`src/cclu_regs.vh`:
```
`ifndef CCLU_REGS_VH
`define CCLU_REGS_VH

// register indexes; byte address is four times the index
`define CCLU_IDX_CTRL 4'h0
`define CCLU_IDX_SEQ 4'h1
`define CCLU_IDX_A0 4'h5
`define CCLU_IDX_B0 4'h6
`define CCLU_IDX_C0 4'h7
`define CCLU_IDX_T0 4'h8
`define CCLU_IDX_A1 4'h9
`define CCLU_IDX_B1 4'hA
`define CCLU_IDX_C1 4'hB
`define CCLU_IDX_T1 4'hC

`define CCLU_RST_VAL 8'h00
`define CCLU_MASK_CTRL 8'h41
`define CCLU_MASK_SEQ 8'h0F
`define CCLU_MASK_TA 8'hF9
`define CCLU_MASK_TC 8'h0F

`define CCLU_BIT_EN 0
`define CCLU_BIT_RUNSTBY 6
`define CCLU_BIT_EDGE 7
`define CCLU_BIT_CLOCK_SOURCE_SELECT 6
`define CCLU_FILT_HI 5
`define CCLU_FILT_LO 4
`define CCLU_BIT_PIN_OUTPUT_ENABLE 3

`define CCLU_SEQ_OFF 4'h0
`define CCLU_SEQ_DFF 4'h1
`define CCLU_SEQ_JK 4'h2
`define CCLU_SEQ_GATED_D_LATCH_MODE 4'h3
`define CCLU_SEQ_RS 4'h4

`define CCLU_FILT_NONE 2'h0
`define CCLU_FILT_SYNC 2'h1
`define CCLU_FILT_FILT 2'h2

`define CCLU_SRC_MASK 4'h0
`define CCLU_SRC_FEEDBACK 4'h1
`define CCLU_SRC_LINK 4'h2
`define CCLU_SRC_EVENT0 4'h3
`define CCLU_SRC_EVENT1 4'h4
`define CCLU_SRC_PIN 4'h5
`define CCLU_SRC_PER0 4'h6
`define CCLU_SRC_PERLAST 4'hE
`endif

```
`src/cclu_tbl_stage.v`:
```
`timescale 1ns/1ns
`include "cclu_regs.vh"
module cclu_tbl_stage (
  input  wire       i_mclk,
  input  wire       i_rst,
  input  wire       i_run,
  input  wire       i_tick,
  input  wire [2:0] i_in,
  input  wire [7:0] i_truth,
  input  wire [1:0] i_filt,
  input  wire       i_edge,
  output reg        o_out
);
  reg  [3:0] sh_r;
  reg        filt_r;
  reg        prev_r;
  reg        fval;
  wire       raw;

  assign raw = i_truth[i_in];

  // internal state clears one cycle after the table is disabled
  always @(posedge i_mclk or posedge i_rst) begin
    if (i_rst) begin
      sh_r   <= 4'h0;
      filt_r <= 1'b0;
      prev_r <= 1'b0;
    end else if (!i_run) begin
      sh_r   <= 4'h0;
      filt_r <= 1'b0;
      prev_r <= 1'b0;
    end else if (i_tick) begin
      sh_r <= {sh_r[2:0], raw};
      // three equal samples needed; delay is four to five ticks
      if (sh_r[3] == sh_r[2] && sh_r[2] == sh_r[1])
        filt_r <= sh_r[3];
      prev_r <= fval;
    end
  end

  always @* begin
    case (i_filt)
      `CCLU_FILT_SYNC: fval = sh_r[1];
      `CCLU_FILT_FILT: fval = filt_r;
      default:         fval = raw;
    endcase
  end

  always @* begin
    if (!i_run)
      o_out = 1'b0;
    else if (i_edge)
      o_out = fval & ~prev_r;
    else
      o_out = fval;
  end
endmodule

```
`src/cclu_seq_unit.v`:
```
`timescale 1ns/1ns
`include "cclu_regs.vh"
module cclu_seq_unit #(
  parameter PER_W = 9
) (
  input  wire               i_mclk,
  input  wire               i_rst,
  input  wire               i_wb_cyc,
  input  wire               i_wb_stb,
  input  wire               i_wb_we,
  input  wire [5:0]         i_wb_adr,
  input  wire [3:0]         i_wb_sel,
  input  wire [31:0]        i_wb_dat,
  output wire [31:0]        o_wb_dat,
  output wire               o_wb_ack,
  input  wire [1:0]         i_evt,
  input  wire [2:0]         i_tbl0_pin,
  input  wire [2:0]         i_tbl1_pin,
  input  wire [3*PER_W-1:0] i_tbl0_per,
  input  wire [3*PER_W-1:0] i_tbl1_per,
  input  wire               i_standby,
  output wire [1:0]         o_tbl_event,
  output wire [1:0]         o_tbl_pin,
  output wire [1:0]         o_tbl_pin_oe
);
  localparam EXT_W = 1 + 2 + 6 + 6 * PER_W;

  reg  [7:0]       pctl_r;
  reg  [7:0]       seqc_r;
  reg  [7:0]       ta0_r;
  reg  [7:0]       tb0_r;
  reg  [7:0]       tc0_r;
  reg  [7:0]       tt0_r;
  reg  [7:0]       ta1_r;
  reg  [7:0]       tb1_r;
  reg  [7:0]       tc1_r;
  reg  [7:0]       tt1_r;
  reg              ack_r;
  reg  [31:0]      dat_r;
  reg  [7:0]       rd_val;
  reg  [EXT_W-1:0] s1_r;
  reg  [EXT_W-1:0] s2_r;
  reg  [1:0]       in2p_r;
  reg              seq_r;
  reg              seq_nxt;
  reg              clr_hold_r;
  reg  [1:0]       ev_r;
  reg  [1:0]       pin_r;
  reg  [1:0]       oe_r;

  wire             bus_req;
  wire [3:0]       idx;
  wire             bus_wr;
  wire [7:0]       wdat;
  wire             stby;
  wire [1:0]       evs;
  wire [2:0]       pin0;
  wire [2:0]       pin1;
  wire [3*PER_W-1:0] per0;
  wire [3*PER_W-1:0] per1;
  wire             pen;
  wire             pstop;
  wire             run0;
  wire             run1;
  wire             ck0;
  wire             ck1;
  wire             seq_on;
  wire             seq_q;
  wire             even_dis;
  wire [2:0]       in0;
  wire [2:0]       in1;
  wire             rise0;
  wire             rise1;
  wire             tick0;
  wire             tick1;
  wire             st0;
  wire             st1;
  wire             need0;
  wire             need1;
  wire             out0;
  wire             out1;

  // input source mux for one table line
  function pick;
    input [3:0]       sel;
    input             fb;
    input             lnk;
    input [1:0]       ev;
    input             pin;
    input [PER_W-1:0] per;
    reg   [3:0]       k;
    begin
      k = sel - `CCLU_SRC_PER0;
      case (sel)
        `CCLU_SRC_MASK:     pick = 1'b0;
        `CCLU_SRC_FEEDBACK: pick = fb;
        `CCLU_SRC_LINK:     pick = lnk;
        `CCLU_SRC_EVENT0:   pick = ev[0];
        `CCLU_SRC_EVENT1:   pick = ev[1];
        `CCLU_SRC_PIN:      pick = pin;
        default: begin
          if (sel >= `CCLU_SRC_PER0 && sel <= `CCLU_SRC_PERLAST &&
              k < PER_W)
            pick = per[k];
          else
            pick = 1'b0;
        end
      endcase
    end
  endfunction

  // tables that use clocked logic need the peripheral clock
  function needs_pclk;
    input [7:0] ta;
    input       seqon;
    begin
      needs_pclk = (ta[`CCLU_FILT_HI:`CCLU_FILT_LO] != `CCLU_FILT_NONE)
                   | ta[`CCLU_BIT_EDGE] | seqon;
    end
  endfunction

  // ---------------- bus slave ----------------
  assign bus_req  = i_wb_cyc & i_wb_stb;
  assign idx      = i_wb_adr[5:2];
  assign wdat     = i_wb_dat[7:0];
  // write lands on the edge where the master sees ack
  assign bus_wr   = bus_req & i_wb_we & ack_r & i_wb_sel[0];
  assign o_wb_ack = ack_r;
  assign o_wb_dat = dat_r;

  always @(posedge i_mclk or posedge i_rst) begin
    if (i_rst) begin
      ack_r <= 1'b0;
      dat_r <= 32'h0000_0000;
    end else begin
      ack_r <= bus_req & ~ack_r;
      if (bus_req & ~ack_r)
        dat_r <= {24'h00_0000, rd_val};
      else
        dat_r <= 32'h0000_0000;
    end
  end

  always @* begin
    case (idx)
      `CCLU_IDX_CTRL: rd_val = pctl_r;
      `CCLU_IDX_SEQ:  rd_val = seqc_r;
      `CCLU_IDX_A0:   rd_val = ta0_r;
      `CCLU_IDX_B0:   rd_val = tb0_r;
      `CCLU_IDX_C0:   rd_val = tc0_r;
      `CCLU_IDX_T0:   rd_val = tt0_r;
      `CCLU_IDX_A1:   rd_val = ta1_r;
      `CCLU_IDX_B1:   rd_val = tb1_r;
      `CCLU_IDX_C1:   rd_val = tc1_r;
      `CCLU_IDX_T1:   rd_val = tt1_r;
      default:        rd_val = 8'h00;
    endcase
  end

  // protected fields change only while their table is disabled;
  // they may be written together with enable going high
  always @(posedge i_mclk or posedge i_rst) begin
    if (i_rst) begin
      pctl_r <= `CCLU_RST_VAL;
      seqc_r <= `CCLU_RST_VAL;
      ta0_r  <= `CCLU_RST_VAL;
      tb0_r  <= `CCLU_RST_VAL;
      tc0_r  <= `CCLU_RST_VAL;
      tt0_r  <= `CCLU_RST_VAL;
      ta1_r  <= `CCLU_RST_VAL;
      tb1_r  <= `CCLU_RST_VAL;
      tc1_r  <= `CCLU_RST_VAL;
      tt1_r  <= `CCLU_RST_VAL;
    end else if (bus_wr) begin
      case (idx)
        `CCLU_IDX_CTRL: pctl_r <= wdat & `CCLU_MASK_CTRL;
        `CCLU_IDX_SEQ: begin
          if (!ta0_r[`CCLU_BIT_EN])
            seqc_r <= wdat & `CCLU_MASK_SEQ;
        end
        `CCLU_IDX_A0: begin
          if (ta0_r[`CCLU_BIT_EN])
            ta0_r <= {ta0_r[7:1], wdat[0]};
          else
            ta0_r <= wdat & `CCLU_MASK_TA;
        end
        `CCLU_IDX_B0: begin
          if (!ta0_r[`CCLU_BIT_EN])
            tb0_r <= wdat;
        end
        `CCLU_IDX_C0: begin
          if (!ta0_r[`CCLU_BIT_EN])
            tc0_r <= wdat & `CCLU_MASK_TC;
        end
        `CCLU_IDX_T0: begin
          if (!ta0_r[`CCLU_BIT_EN])
            tt0_r <= wdat;
        end
        `CCLU_IDX_A1: begin
          if (ta1_r[`CCLU_BIT_EN])
            ta1_r <= {ta1_r[7:1], wdat[0]};
          else
            ta1_r <= wdat & `CCLU_MASK_TA;
        end
        `CCLU_IDX_B1: begin
          if (!ta1_r[`CCLU_BIT_EN])
            tb1_r <= wdat;
        end
        `CCLU_IDX_C1: begin
          if (!ta1_r[`CCLU_BIT_EN])
            tc1_r <= wdat & `CCLU_MASK_TC;
        end
        `CCLU_IDX_T1: begin
          if (!ta1_r[`CCLU_BIT_EN])
            tt1_r <= wdat;
        end
        default: begin
        end
      endcase
    end
  end

  // ---------------- input synchronisers ----------------
  always @(posedge i_mclk or posedge i_rst) begin
    if (i_rst) begin
      s1_r <= {EXT_W{1'b0}};
      s2_r <= {EXT_W{1'b0}};
    end else begin
      s1_r <= {i_standby, i_evt, i_tbl0_pin, i_tbl1_pin,
               i_tbl0_per, i_tbl1_per};
      s2_r <= s1_r;
    end
  end

  assign {stby, evs, pin0, pin1, per0, per1} = s2_r;

  // ---------------- enables and clocking ----------------
  assign pen      = pctl_r[`CCLU_BIT_EN];
  // peripheral clock is gone in standby unless run bit is set
  assign pstop    = stby & ~pctl_r[`CCLU_BIT_RUNSTBY];
  assign run0     = pen & ta0_r[`CCLU_BIT_EN];
  assign run1     = pen & ta1_r[`CCLU_BIT_EN];
  assign ck0      = ta0_r[`CCLU_BIT_CLOCK_SOURCE_SELECT];
  assign ck1      = ta1_r[`CCLU_BIT_CLOCK_SOURCE_SELECT];
  assign even_dis = ~run0;

  // feedback and link read registered outputs, which breaks
  // the loop two linked tables would otherwise form
  assign in0[0] = pick(tb0_r[3:0], seq_q, ev_r[1], evs, pin0[0],
                       per0[0 +: PER_W]);
  assign in0[1] = pick(tb0_r[7:4], seq_q, ev_r[1], evs, pin0[1],
                       per0[PER_W +: PER_W]);
  assign in0[2] = pick(tc0_r[3:0], seq_q, ev_r[1], evs, pin0[2],
                       per0[2*PER_W +: PER_W]);
  assign in1[0] = pick(tb1_r[3:0], seq_q, ev_r[0], evs, pin1[0],
                       per1[0 +: PER_W]);
  assign in1[1] = pick(tb1_r[7:4], seq_q, ev_r[0], evs, pin1[1],
                       per1[PER_W +: PER_W]);
  assign in1[2] = pick(tc1_r[3:0], seq_q, ev_r[0], evs, pin1[2],
                       per1[2*PER_W +: PER_W]);

  always @(posedge i_mclk or posedge i_rst) begin
    if (i_rst)
      in2p_r <= 2'b00;
    else
      in2p_r <= {in1[2], in0[2]};
  end

  assign rise0 = in0[2] & ~in2p_r[0];
  assign rise1 = in1[2] & ~in2p_r[1];
  // line 2 edges keep clocking in any sleep mode
  assign tick0 = run0 & (ck0 ? rise0 : ~pstop);
  assign tick1 = run1 & (ck1 ? rise1 : ~pstop);

  cclu_tbl_stage u_stage0 (
    .i_mclk  (i_mclk),
    .i_rst   (i_rst),
    .i_run   (run0),
    .i_tick  (tick0),
    .i_in    ({in0[2] & ~ck0, in0[1:0]}),
    .i_truth (tt0_r),
    .i_filt  (ta0_r[`CCLU_FILT_HI:`CCLU_FILT_LO]),
    .i_edge  (ta0_r[`CCLU_BIT_EDGE]),
    .o_out   (st0)
  );

  cclu_tbl_stage u_stage1 (
    .i_mclk  (i_mclk),
    .i_rst   (i_rst),
    .i_run   (run1),
    .i_tick  (tick1),
    .i_in    ({in1[2] & ~ck1, in1[1:0]}),
    .i_truth (tt1_r),
    .i_filt  (ta1_r[`CCLU_FILT_HI:`CCLU_FILT_LO]),
    .i_edge  (ta1_r[`CCLU_BIT_EDGE]),
    .o_out   (st1)
  );

  // ---------------- sequential element ----------------
  assign seq_on = (seqc_r[3:0] >= `CCLU_SEQ_DFF) &&
                  (seqc_r[3:0] <= `CCLU_SEQ_RS);
  // disabled even table clears the element at once
  assign seq_q  = even_dis ? 1'b0 : seq_r;

  always @* begin
    case (seqc_r[3:0])
      `CCLU_SEQ_DFF:
        seq_nxt = st1 ? st0 : seq_r;
      `CCLU_SEQ_JK: begin
        case ({st0, st1})
          2'b01:   seq_nxt = 1'b0;
          2'b10:   seq_nxt = 1'b1;
          2'b11:   seq_nxt = ~seq_r;
          default: seq_nxt = seq_r;
        endcase
      end
      `CCLU_SEQ_GATED_D_LATCH_MODE:
        seq_nxt = st1 ? st0 : seq_r;
      `CCLU_SEQ_RS: begin
        case ({st0, st1})
          2'b01:   seq_nxt = 1'b0;
          2'b10:   seq_nxt = 1'b1;
          default: seq_nxt = seq_r;
        endcase
      end
      default: seq_nxt = 1'b0;
    endcase
  end

  // element runs on the even table's tick, also when the odd
  // table picks a different clock source
  always @(posedge i_mclk or posedge i_rst) begin
    if (i_rst) begin
      seq_r      <= 1'b0;
      clr_hold_r <= 1'b0;
    end else begin
      clr_hold_r <= even_dis;
      if (even_dis | clr_hold_r)
        seq_r <= 1'b0;
      else if (tick0)
        seq_r <= seq_nxt;
    end
  end

  // ---------------- outputs ----------------
  assign need0 = needs_pclk(ta0_r, seq_on);
  assign need1 = needs_pclk(ta1_r, seq_on);
  assign out0  = (pstop & ~ck0 & need0) ? 1'b0 :
                 (seq_on ? seq_q : st0);
  assign out1  = (pstop & ~ck1 & need1) ? 1'b0 : st1;

  always @(posedge i_mclk or posedge i_rst) begin
    if (i_rst) begin
      ev_r  <= 2'b00;
      pin_r <= 2'b00;
      oe_r  <= 2'b00;
    end else begin
      ev_r  <= {out1, out0};
      pin_r <= {out1, out0};
      oe_r  <= {run1 & ta1_r[`CCLU_BIT_PIN_OUTPUT_ENABLE],
                run0 & ta0_r[`CCLU_BIT_PIN_OUTPUT_ENABLE]};
    end
  end

  assign o_tbl_event  = ev_r;
  assign o_tbl_pin    = pin_r;
  assign o_tbl_pin_oe = oe_r;
endmodule

```
`config.mk`:
```
export PLATFORM = sky130hd
export DESIGN_NAME = cclu_seq_unit
export DESIGN_NICKNAME = d
export VERILOG_FILES = /design/src/cclu_tbl_stage.v /design/src/cclu_seq_unit.v
export VERILOG_INCLUDE_DIRS = /design/src
export SDC_FILE = /design/constraint.sdc
export NUM_CORES = 1
export LEC_CHECK = 0
export ABC_AREA = 1
export BUFFER_PORTS_ARGS = -buffer_cell sky130_fd_sc_hd__buf_2
export CAP_MARGIN = 25
export CORE_MARGIN = 4
export CORE_UTILIZATION = 53
export DETAILED_ROUTE_END_ITERATION = 10
export PLACE_DENSITY = 0.76
export RECOVER_POWER = 25
export SLEW_MARGIN = 0
export SYNTH_ARGS = -nofsm -noshare
export SYNTH_HDL_FRONTEND = slang
export SYNTH_SLANG_ARGS = --single-unit
```
`constraint.sdc`:
```
create_clock -name i_mclk -period 9.4 [get_ports i_mclk]
set_input_delay 1.88 -clock i_mclk [delete_from_list [all_inputs] [get_ports i_mclk]]
set_output_delay 1.88 -clock i_mclk [all_outputs]
set_load 0.02 [all_outputs]
```
# == After elaboration in Yosys (flattened, before gate mapping) ==
# Cells that the tools add are included.
# Widths: inputs -> output; s select.
# word_totals
memories,0
latch_bits,0
output_inout_bits,39
rom_bits,0
ramBits,0
register_bits,237
in_bits,110
# op_classes
n_lt_le_gt_ge,28
n_eq_ne,61
add_sub_neg,6
shifts,0
reduce_logical,41
mux,62
mul,0
div,0
n_bitwise,40
# ops
op,count
$pmux 8 s10,1
$eq 4x3->1 const B,16
$eq 4x2->1 const B,14
$mux 1,37
$pmux 1 s6,6
$eq 4x1->1 const B,8
$lt 4x5->1 const B,6
$logic_not 4->1,7
$reduce_and 3->1,9
$bmux 1 s4,6
$ge 4x3->1 const B,6
$le 4x4->1 const B,6
$lt 4x4->1 const B,6
$sub 4x3->4 const B,6
$and 1x1->1,22
$eq 4x4->1 const B,5
$mux 4,4
$logic_and 1x1->1,15
$not 1->1,13
$reduce_and 2->1,5
$eq 2x2->1 const B,4
$lt 3x4->1 const B,2
$mux 8,1
$ne 2x1->1 const B,4
14 further kinds,29

# == Longest topological paths before layout ==
# Gate-level depths: netlist of run 1.
# depth
depth_word,17
ltp_mapped,22
mapped_depth_nobuf,21

# == Modules after synthesis ==
# Synthesis of run 1 repeated with hierarchy kept, for this count alone.
# hier_totals
cells_unflattened,889
area_unflattened_um2,8620.8
# by_module_without_submodules
mod,seq_area_each_um2,n_inst,area_each_um2,cells_per_inst
cclu_seq_unit,5029.8,1,7752.4,759
cclu_tbl_stage,150.1,2,434.2,65

# == Worst setup path before layout of run 1 ==
# Ideal clock, no wire load.
# synth_path
path_kind,input -> register
start,input i_wb_cyc
end,register tt0_r[0]
stages,10
setup_time_ps,131
arrival_ps,3012
slack_ps,6258
cell_sequence,nand2_1 -> nor2_1 -> and3_1 -> clkbuf_1 -> inv_1 -> nor2_1 -> nand2_1 -> clkbuf_1 -> nand2_1 -> o21ai_0
# synth_between
elab_chain_cells,5
# synth_lines
element,line_no,rtl
"start, declared",cclu_seq_unit.v:8,"input wire i_wb_cyc,"
$and 1x1->1,cclu_seq_unit.v:123,assign bus_req = i_wb_cyc & i_wb_stb;
$and 1x1->1 (3 in series),cclu_seq_unit.v:127,assign bus_wr = bus_req & i_wb_we & ack_r & i_wb_sel[0];
$reduce_and 3->1 (no source line),-,
"end signal, assigned",cclu_seq_unit.v:169,tt0_r <= `CCLU_RST_VAL;
"end signal, assigned",cclu_seq_unit.v:197,tt0_r <= wdat;
"end, declared",cclu_seq_unit.v:33,reg [7:0] tt0_r;
# Every way passes these cells.
# A chain may end at the register's enable or synchronous reset.

# == Worst setup path in the final report of run 1 ==
# layout_path
start,register pctl_r[0]
end,register seq_r
# layout_between
word_cells_on_any_way,42
# layout_rtl
element,line_no,rtl
"start, declared",cclu_seq_unit.v:28,reg [7:0] pctl_r;
"start signal, assigned",cclu_seq_unit.v:164,pctl_r <= `CCLU_RST_VAL;
"start signal, assigned",cclu_seq_unit.v:176,`CCLU_IDX_CTRL: pctl_r <= wdat & `CCLU_MASK_CTRL;
$and 1x1->1 (*),cclu_seq_unit.v:241,assign run0 = pen & ta0_r[`CCLU_BIT_EN];
$not 1->1 (*),cclu_seq_unit.v:245,assign even_dis = ~run0;
named net even_dis,cclu_seq_unit.v:69,wire even_dis;
$or 1x1->1 (*),cclu_seq_unit.v:338,if (even_dis | clr_hold_r)
"$ne 5x5->1 (no source line), or another cell as far along",-,
$reduce_and 4->1 (no source line),-,
"end signal, assigned",cclu_seq_unit.v:341,seq_r <= seq_nxt;
"end, declared",cclu_seq_unit.v:44,reg seq_r;
# Mark *: on every way through the listed nets, which the timed path passes. The rest lies on a longest branch. The select of a mux whose other input is x is not followed.

==> impl_metrics.py, run 1 <==
metrics = {
    "cts": {
        "clk_latency_ns": 0.50,
        "cts_hold_buf": 0,
        "ctsResizeCount": 0,
        "cts_root_buffer": "clkbuf_16",
        "htreeDepth": 1,
        "cts_tree": "yes",
        "post-cts-setup-buffers": 0,
        "clockBufferDepth": 3,
        "cts_sinks": 213,
        "clk_pin_slew_ns": 0.06,
        "cts_buffers": 22,
    },
    "sta": {
        "tns_ns": 0,
        "tightest_slew_ns": 0.925,
        "final_hold_viol_count": 0,
        "post-route-min-period_ns": 3.47,
        "skew_ns": 0.0166,
        "grt_setup_unrepaired": "no",
        "max_freq_ghz": 0.288,
        "setup_violations": 0,
        "period_share_pct": 36.9,
        "final_max_slew_viol_count": 0,
        "maxSlewHeadroom_pct": 38.1,
    },
    "routing": {
        "first_iter_violations": 578,
        "dr_total_vias": 6518,
        "drtAntennaViolNets": 0,
        "drtPass1Iterations": 9,
        "drc": 0,
        "routed_via_density": 5.17,
        "routed_wl_um": 18500,
        "wl_per_cell_um": 14.6,
    },
    "synthesis": {
        "synth_top_cell_area_share_pct": 60.9,
        "syn_area_per_cell_um2": 9.48,
        "syn-instance-count": 923,
        "yosysTopAreaCell": "dfrtp_1",
        "yosysUniqueCellTypes": 37,
        "synth-seq-area-share_pct": 60.9,
        "synth_area_leaders": "dfrtp_1 61%, nand2_1 9.4%, inv_1 4.6%",
        "netlist_area_um2": 8750,
        "ys_seq_elements": 213,
        "yosys_warnings": 0,
    },
    "critical_path": {
        "end_kind": "flop",
        "worstPathRequired_ns": 9.79,
        "worst-path-max-fanout": 7,
        "cp_data_arrival_time_ns": 3.87,
        "critPathLaunchType": "flop",
        "crit_type": "reg -> reg",
        "reg2reg_slack_ns": 5.93,
    },
    "die": {
        "io_pins": 149,
        "die-area_um2": 18600,
        "dieHeight_um": 136,
        "core_region_area_um2": 16100,
        "die_w_um": 136,
        "start_util_pct": 54.5,
        "rows": 46,
    },
    "cells_and_area": {
        "layout_commonest_cell": "nand2_1",
        "area_growth_pct": 15.3,
        "final.fill_count": 1297,
        "multi_input_area_um2": 2800,
        "antennaDiodeCount": 0,
        "regArea_um2": 5330,
        "fin_util_pct": 62.8,
        "fin_nets": 1153,
        "layout-drive-gt1-share_pct": 14.9,
        "final_cell_mix": "219 x nand2_1, 213 x dfrtp_1, 107 x inv_1, 95 x buf_2, 79 x o21ai_0",
    },
    "grt": {
        "grt_pass1_wl_um": 29400,
        "grt_max_degree": 146,
        "grt-busiest-layer": "met2",
        "grt_util_met3_pct": 3.85,
        "antenna_found_initial": 0,
        "track_usage_pct": 20.1,
        "grtUsageMet1_pct": 28.7,
        "grt_use_met2_pct": 31.1,
        "grt_pass1_vias": 5924,
        "gr-total-overflow": 0,
    },
    "placement": {
        "gp_congestion": 0.944,
        "dp_hpwl_um": 13000,
        "portBuffers": 95,
    },
    "job": {
        "drv_cap": 0,
    },
    "power": {
        "leakagePower_uw": 0.00499,
        "vdd_ir_drop_max_v": 0.000155,
        "powerDensity_nw_per_um2": 192,
    },
    "outcome": {
        "status": "finished, final reports clean",
    },
    "hold_path": {
        "hp-class": "reg -> reg",
    },
}
layout make-up:
| class | instances | share of cell area, % |
|---|---|---|
| clock buffers | 28 | 6.19 |
| clock inverters | 11 | 1.29 |
| well taps | 216 | 2.68 |
| flip-flops and latches | 213 | 52.9 |
| multi-input cells | 580 | 27.8 |
| inverters | 116 | 4.42 |
| repair buffers | 96 | 4.79 |
per-stage QoR:
step / worst slack (ns) / hold slack (ns) / area (um2) / std cells / total power [uW]
3_5_place_dp: 5.77 / 0.335 / 9350 / 1221 / 1070
4_1_cts: 6.21 / 0.342 / 10100 / 1260 / 1950
6_report: 5.93 / 0.336 / 10100 / 1260 / 1930
5_1_grt: 5.67 / 0.349 / 10100 / 1260 / 2010
2_1_floorplan: 1.70 / 0.331 / 8840 / 946 / 1030
3_3_place_gp: 5.79 / 0.333 / 9350 / 1221 / 1060
worst max-delay path, cell delays in order (launching register included):
cell	delay (ns)
dfrtp_1	0.46
nand2_1	0.22
nor2_1	0.76
nand2_1	0.13
nand4_1	0.13
nand3b_2	0.13
nand2_1	0.16
nand2_1	0.08
nand3_1	0.08
nand3b_1	0.15
nand3_2	0.12
nand3_1	0.10
inv_1	0.09
ha_1	0.18
nor3_1	0.06
o21ai_0	0.16
nand2_1	0.11
o21bai_1	0.16
nand2_1	0.05
nand2_1	0.05
cell families after synthesis:
kind of cell	Yosys count	synth area share, %
and+or+nand+nor	397	19.7
other	1	0.0429
DFF	213	60.9
adders and majority gates	14	2.00
AOI/OAI and AO/OA	141	9.01
buffers and inverters	153	7.88
xor gates and xnor gates	4	0.400
synth_stat cells (all sizes together):
| cell type | instances |
|---|---|
| dfrtp | 213 |
| o22ai | 20 |
| nor2 | 76 |
| nand3 | 65 |
| inv | 116 |
| buf | 32 |
| conb | 1 |
| a221oi | 5 |
| nor3 | 7 |
| a31oi | 4 |
| o21ai | 79 |
| nor3b | 2 |
| nand2 | 224 |
| o21bai | 4 |
| ha | 14 |
| a22oi | 3 |
| a21o | 1 |
| and3 | 1 |
| nand3b | 9 |
| xor2 | 4 |
| and2 | 2 |
| nand4 | 11 |
| clkbuf | 5 |
| a21oi | 23 |
| a221o | 2 |
state kept, by name, indices dropped and copies added (netlist names), 4 cells and up:
signal	flops
ta0_r	6
tc1_r	4
tt0_r	8
u_stage1.sh_r	4
tb0_r	8
tb1_r	8
o_wb_dat	8
s1_r	63
seqc_r	4
ta1_r	6
s2_r	63
tt1_r	8
tc0_r	4
u_stage0.sh_r	4
report_power, final:
group | leakage [uW] | switching, uW | internal (uW)
clock network | 0.000381 | 335 | 550
registers | 0.00265 | 13.7 | 949
logic | 0.00197 | 61.2 | 24.6
total | 0.00499 | 410 | 1520
layer usage:
layer	routed length (um)	share of wire (%)
met2	8320	45
met4	619	3.4
met5	0	0
met3	1690	9.1
met1	7830	42
worst paths after layout:
kind,endpoint,depth (start not counted),startpoint
max,seq_r,19,pctl_r[0]
min,s2_r[56],0,s1_r[56]
max reg2reg,seq_r,19,pctl_r[0]
min reg2reg,s2_r[56],0,s1_r[56]
max in group asynchronous,o_tbl_pin_oe[1],3,i_rst
min in group asynchronous,s1_r[2],2,i_rst
Note: power is estimated with default switching activity, not from simulation.
==> inputs of run 2 (changes only) <==
--- a/config.mk
+++ b/config.mk
@@ -10,7 +10,7 @@
 export BUFFER_PORTS_ARGS = -buffer_cell sky130_fd_sc_hd__buf_2
 export CAP_MARGIN = 25
 export CORE_MARGIN = 4
-export CORE_UTILIZATION = 53
+export CORE_UTILIZATION = 51
 export DETAILED_ROUTE_END_ITERATION = 10
 export PLACE_DENSITY = 0.76
 export RECOVER_POWER = 25
==> constraint.sdc (replaced) <==
create_clock -name i_mclk -period 3.1 [get_ports i_mclk]
set_input_delay 0.62 -clock i_mclk [delete_from_list [all_inputs] [get_ports i_mclk]]
set_output_delay 0.62 -clock i_mclk [all_outputs]
set_load 0.02 [all_outputs]
==> run 2 against run 1 <==
Register-to-register slack got worse by 5.6 ns. Core utilization fell by 1.3 points. Total power rose to 3.1 times the previous value. Routed wire length rose by 2.7%. Largest cell class unchanged. Highest routed layer unchanged. Die area rose by 3.7%.
==> impl_metrics.py, run 2 (synthesis gave the netlist of run 1 again) <==
metrics = {
    "cells_and_area": {
        "regArea_um2": 5340,
        "multi_input_area_um2": 2820,
        "final_area_um2": 10300,
        "layout-drive-gt1-share_pct": 16.4,
        "top_regs": "s1_r (63), s2_r (63)",
        "layout_commonest_cell": "nand2_1",
        "fin_nets": 1163,
        "area_growth_pct": 17.3,
        "antennaDiodeCount": 0,
        "final.fill_count": 1386,
        "final_cell_mix": "217 x nand2_1, 209 x dfrtp_1, 107 x inv_1, 94 x buf_2, 78 x o21ai_0",
        "final_cells": 1275,
    },
    "power": {
        "vdd_ir_drop_max_v": 0.000805,
        "powerDensity_nw_per_um2": 583,
        "leakagePower_uw": 0.00507,
    },
    "grt": {
        "grt_pass1_vias": 6233,
        "antenna_found_initial": 0,
        "gr-total-overflow": 0,
        "grt_pass1_wl_um": 31100,
        "track_usage_pct": 19.7,
        "grt_max_degree": 74,
    },
    "sta": {
        "period_share_pct": 90.9,
        "max_freq_ghz": 0.355,
        "skew_ns": 0.0170,
        "tightest_slew_ns": 0.863,
        "finalHoldWorstSlack_ns": 0.199,
        "final_max_slew_viol_count": 0,
        "maxSlewHeadroom_pct": 42.1,
        "setup_violations": 0,
        "tns_ns": 0,
        "grt_setup_unrepaired": "no",
        "post-route-min-period_ns": 2.82,
        "final_hold_viol_count": 0,
    },
    "placement": {
        "dp_cells": 1232,
        "portBuffers": 95,
        "dp_hpwl_um": 13300,
        "placed_cell_area_um2": 9440,
        "gp_congestion": 0.944,
    },
    "routing": {
        "routed_via_density": 5.11,
        "wl_per_cell_um": 14.9,
        "drtPass1Iterations": 5,
        "drtAntennaViolNets": 0,
        "routed_wl_um": 19000,
        "dr_total_vias": 6515,
        "first_iter_violations": 584,
        "drc": 0,
    },
    "die": {
        "start_util_pct": 52.4,
        "core_region_area_um2": 16700,
        "io_pins": 149,
        "rows": 47,
        "dieHeight_um": 139,
        "die-area_um2": 19300,
        "die_w_um": 139,
    },
    "critical_path": {
        "worstPathRequired_ns": 3.50,
        "path_cells": "ha_1 > nor3b_1 > nor2_1 > nor2_1 > nand3_1 > nand2_2 > nand2_1 > nand3b_1 > nand3_2 > nand3_1 > inv_1 > ha_1 > nor3_1 > o21ai_1 > nand2_1 > o21bai_1 > nand2_1 > nand2_1",
        "crit_family": "simple AND/OR/NAND/NOR gates",
        "critPathMaxStageDelay_ns": 0.46,
        "slowest_stage": "dfrtp_1",
        "critPathLaunchType": "flop",
        "path_common_cell": "nand2_1",
        "crit_type": "reg -> reg",
        "critical_path_buf_inv_count": 1,
        "worst-path-max-fanout": 8,
        "end_kind": "flop",
        "cp_data_arrival_time_ns": 3.22,
    },
    "job": {
        "drv_cap": 0,
    },
    "cts": {
        "clk_pin_slew_ns": 0.06,
        "cts_sinks": 213,
        "cts_hold_buf": 0,
        "cts_root_buffer": "clkbuf_16",
        "clk_latency_ns": 0.52,
        "htreeDepth": 1,
        "cts_tree": "yes",
        "cts_buffers": 23,
        "clockBufferDepth": 3,
    },
    "outcome": {
        "status": "finished, final reports clean",
    },
    "hold_path": {
        "hp-class": "in -> reg",
    },
}
-- run 2: cell count changes in the layout (fill, tap and decap cells not counted), moves of 2 or more --
cell	before	now
buf_4	1	6
buf_12	0	4
dfrtp_1	213	209
dfrtp_2	0	4
clkinv_2	8	5
clkbuf_1	2	4
nand2_1	219	217
-- run 2: stage by stage --
| step | worst slack [ns] | power, uW | utilization (%) |
|---|---|---|---|
| floorplan | -0.290 | 3140 | - |
| global placement | 0.331 | 3230 | 56.5 |
| detailed placement | 0.200 | 3240 | 56.5 |
| CTS | 0.162 | 6030 | 61.3 |
| global route | 0.0493 | 6210 | 61.5 |
| finish | 0.281 | 5990 | 61.5 |
-- run 2: layout make-up --
cell class                 count  share of cell area, %
timing repair buffer         105                   5.84
multi-input combinational    580                   27.5
sequential                   213                   52.0
clock buffer                  30                   6.25
clock inverter                11                   1.49
inverter                     116                   4.28
tap                          220                   2.68
-- run 2: final timing paths --
path / start / end / slack, ns / cells after the start
worst min-delay path: i_tbl1_per[13] / s1_r[13] / 0.20 / 1
worst max register to register: tc0_r[1] / seq_r / 0.28 / 18
worst min register to register: s1_r[18] / s2_r[18] / 0.34 / 0
max in group asynchronous: i_rst / s2_r[48] / 2.03 / 3
min in group asynchronous: i_rst / s1_r[27] / 0.23 / 2
worst max-delay path: tc0_r[1] / seq_r / 0.28 / 18
-- run 2: power by group --
group	total (uW)	switching, uW	internal (uW)
clock network	2800	1070	1720
registers	2920	41.8	2880
logic	271	188	82.8
-- run 2: timing repair --
item                       CTS  global route
setup buffers                0             2
setup endpoints to repair    0             1
resized for setup            0             7
-- run 2: per-layer routing --
metal | wire (um) | share of wire, % | up-vias | track usage [%]
li1 | - | - | 3156 | -
met1 | 7770 | 41 | 3040 | 27.8
met2 | 8800 | 46 | 271 | 30.8
met3 | 1770 | 9.3 | 48 | 4.00
met4 | 619 | 3.3 | 0 | 6.80
met5 | 0 | 0 | - | 0
==> inputs of run 3 (changes only) <==
--- a/config.mk
+++ b/config.mk
@@ -13,7 +13,7 @@
 export CORE_UTILIZATION = 51
 export DETAILED_ROUTE_END_ITERATION = 10
 export PLACE_DENSITY = 0.76
-export RECOVER_POWER = 25
+export RECOVER_POWER = 100
 export SLEW_MARGIN = 0
 export SYNTH_ARGS = -nofsm -noshare
 export SYNTH_HDL_FRONTEND = slang
==> run 3 against run 2 <==
Clock skew about the same. Critical path type unchanged. The run now ends with max-capacitance violations, max-slew violations left. Register-to-register slack worse by 0.03 ns. First-iteration DRC count up 3.3%. Fmax down 1.2%.
==> impl_metrics.py, run 3 (synthesis gave the netlist of run 1 again) <==
metrics = {
    "outcome": {
        "status": "finished with violations",
        "violations": "max-capacitance violations, max-slew violations",
    },
    "die": {
        "dieHeight_um": 139,
        "io_pins": 149,
        "rows": 47,
        "die-area_um2": 19300,
        "start_util_pct": 52.4,
        "core_region_area_um2": 16700,
        "die_w_um": 139,
    },
    "critical_path": {
        "critical_path_buf_inv_count": 1,
        "worst-path-max-fanout": 8,
        "critPathLaunchType": "flop",
        "crit_type": "reg -> reg",
        "reg2reg_slack_ns": 0.25,
        "path_common_cell": "nand2_1",
        "cp_data_arrival_time_ns": 3.25,
        "worstPathRequired_ns": 3.50,
        "path_cells": "ha_1 > nor3b_1 > nor2_1 > nor2_1 > nand3_1 > nand2_1 > nand2_1 > nand3b_1 > nand3_2 > nand3_1 > inv_1 > ha_1 > nor3_1 > o21ai_1 > nand2_1 > o21bai_1 > nand2_1 > nand2_1",
        "crit_family": "simple AND/OR/NAND/NOR gates",
        "slowest_stage": "dfrtp_1",
        "end_kind": "flop",
        "critPathMaxStageDelay_ns": 0.46,
    },
    "cells_and_area": {
        "area_growth_pct": 16.3,
        "fin_nets": 1163,
        "layout-drive-gt1-share_pct": 13.8,
        "layout_commonest_cell": "nand2_1",
        "top_regs": "s1_r (63), s2_r (63)",
        "fin_util_pct": 60.9,
        "final_area_um2": 10200,
        "final_cell_mix": "220 x nand2_1, 209 x dfrtp_1, 108 x inv_1, 78 x o21ai_0, 76 x buf_2",
        "antennaDiodeCount": 0,
        "final_cells": 1275,
    },
    "power": {
        "leakagePower_uw": 0.00497,
        "vdd_ir_drop_max_v": 0.000803,
        "powerDensity_nw_per_um2": 587,
        "power_switching_uw": 1300,
        "p_seq_share_pct": 48.9,
        "clkPwrFrac_pct": 46.7,
        "intPower_uw": 4670,
        "power.share.combinational_pct": 4.4,
        "p_sw_share_pct": 21.8,
    },
    "routing": {
        "drtPass1Iterations": 6,
        "wl_per_cell_um": 14.9,
        "routed_via_density": 5.12,
        "top_layer": "met4",
        "first_iter_violations": 603,
        "route.met3.wl_um": 1740,
        "drc": 0,
        "drtAntennaViolNets": 0,
        "routed_wl_um": 19000,
        "met1_length_um": 7810,
        "dr_total_vias": 6532,
        "wl_met2_um": 8840,
    },
    "placement": {
        "dp_hpwl_um": 13300,
        "dp_cells": 1232,
        "portBuffers": 95,
        "placed_cell_area_um2": 9440,
        "pre_cts_ws_ns": 0.200,
        "gp_congestion": 0.944,
    },
    "cts": {
        "cts_tree": "yes",
        "cts_buffers": 23,
        "htreeDepth": 1,
        "cts_sinks": 213,
        "cts_hold_buf": 0,
        "clk_pin_slew_ns": 0.06,
        "cts_root_buffer": "clkbuf_16",
        "clk_latency_ns": 0.52,
        "clockBufferDepth": 3,
    },
    "sta": {
        "tightest_slew_ns": 1.86,
        "maxSlewHeadroom_pct": -24.2,
        "max_freq_ghz": 0.351,
        "grt_setup_unrepaired": "no",
        "skew_ns": 0.0172,
        "fin_ws_ns": 0.248,
        "post-route-min-period_ns": 2.85,
        "final_hold_viol_count": 0,
        "final_max_slew_viol_count": 147,
        "period_share_pct": 92.0,
        "finalHoldWorstSlack_ns": 0.163,
        "setup_violations": 0,
    },
    "hold_path": {
        "hp-class": "in -> async",
    },
    "grt": {
        "antenna_found_initial": 0,
        "grt_max_degree": 74,
        "grt_pass1_vias": 6233,
        "gr-total-overflow": 0,
        "track_usage_pct": 19.7,
        "grt_pass1_wl_um": 31100,
    },
    "job": {
        "drv_cap": 3,
    },
}
[run 3: cell count changes in the layout (fill, tap and decap cells not counted), sizes merged]
| cell | previous run | this run |
|---|---|---|
| buf | 104 | 81 |
| clkbuf | 31 | 54 |
[run 3: worst reg2reg max path, delay by kind of cell (launching register included)]
kind	cells	cell delay [ns]
flops	1	0.46
simple gates	13	1.35
buf+inv	1	0.09
fa+ha+maj	2	0.54
compound gates	2	0.31
[run 3: area by class of cell]
class	instances	area [um2]
fill	1399	6530
tap	220	275
multi-input combinational	580	2810
sequential	213	5340
clock buffer	30	642
inverter	116	439
clock inverter	11	153
timing repair buffer	105	523
[run 3: per-stage QoR]
step	power [uW]	setup TNS, ns
final	5970	0
after global routing	6200	0
after CTS	6030	0
after detailed placement	3240	0
after global placement	3230	0
after floorplan	3140	-61.81
[run 3: timing repair]
item | 4_1_cts | 5_1_grt
setup endpoints to repair | 0 | 1
gates resized for setup | 0 | 7
setup buffers | 0 | 2
[run 3: final timing paths]
check,end,start,cells after the start
min in group i_mclk,s1_r[13],i_tbl1_per[13],1
max in group asynchronous,tb1_r[5],i_rst,3
max,seq_r,tc0_r[1],18
min reg2reg,s2_r[18],s1_r[18],0
min,s1_r[27],i_rst,2
max reg2reg,seq_r,tc0_r[1],18
[run 3: metal layers]
layer | GRT usage (%) | up-vias
met4 | 6.80 | 0
met3 | 4.00 | 49
met5 | 0 | -
met1 | 27.8 | 3066
met2 | 30.8 | 258
li1 | - | 3159
[run 3: power by group through the flow]
| stage | combinational (uW) | clock [uW] | sequential, uW |
|---|---|---|---|
| 3_5_place_dp | 271 | 0 | 2970 |
| 3_3_place_gp | 267 | 0 | 2970 |
| 2_1_floorplan | 180 | 0 | 2960 |
| 5_1_grt | 297 | 2970 | 2930 |
| 4_1_cts | 273 | 2840 | 2920 |
| 6_report | 260 | 2790 | 2920 |
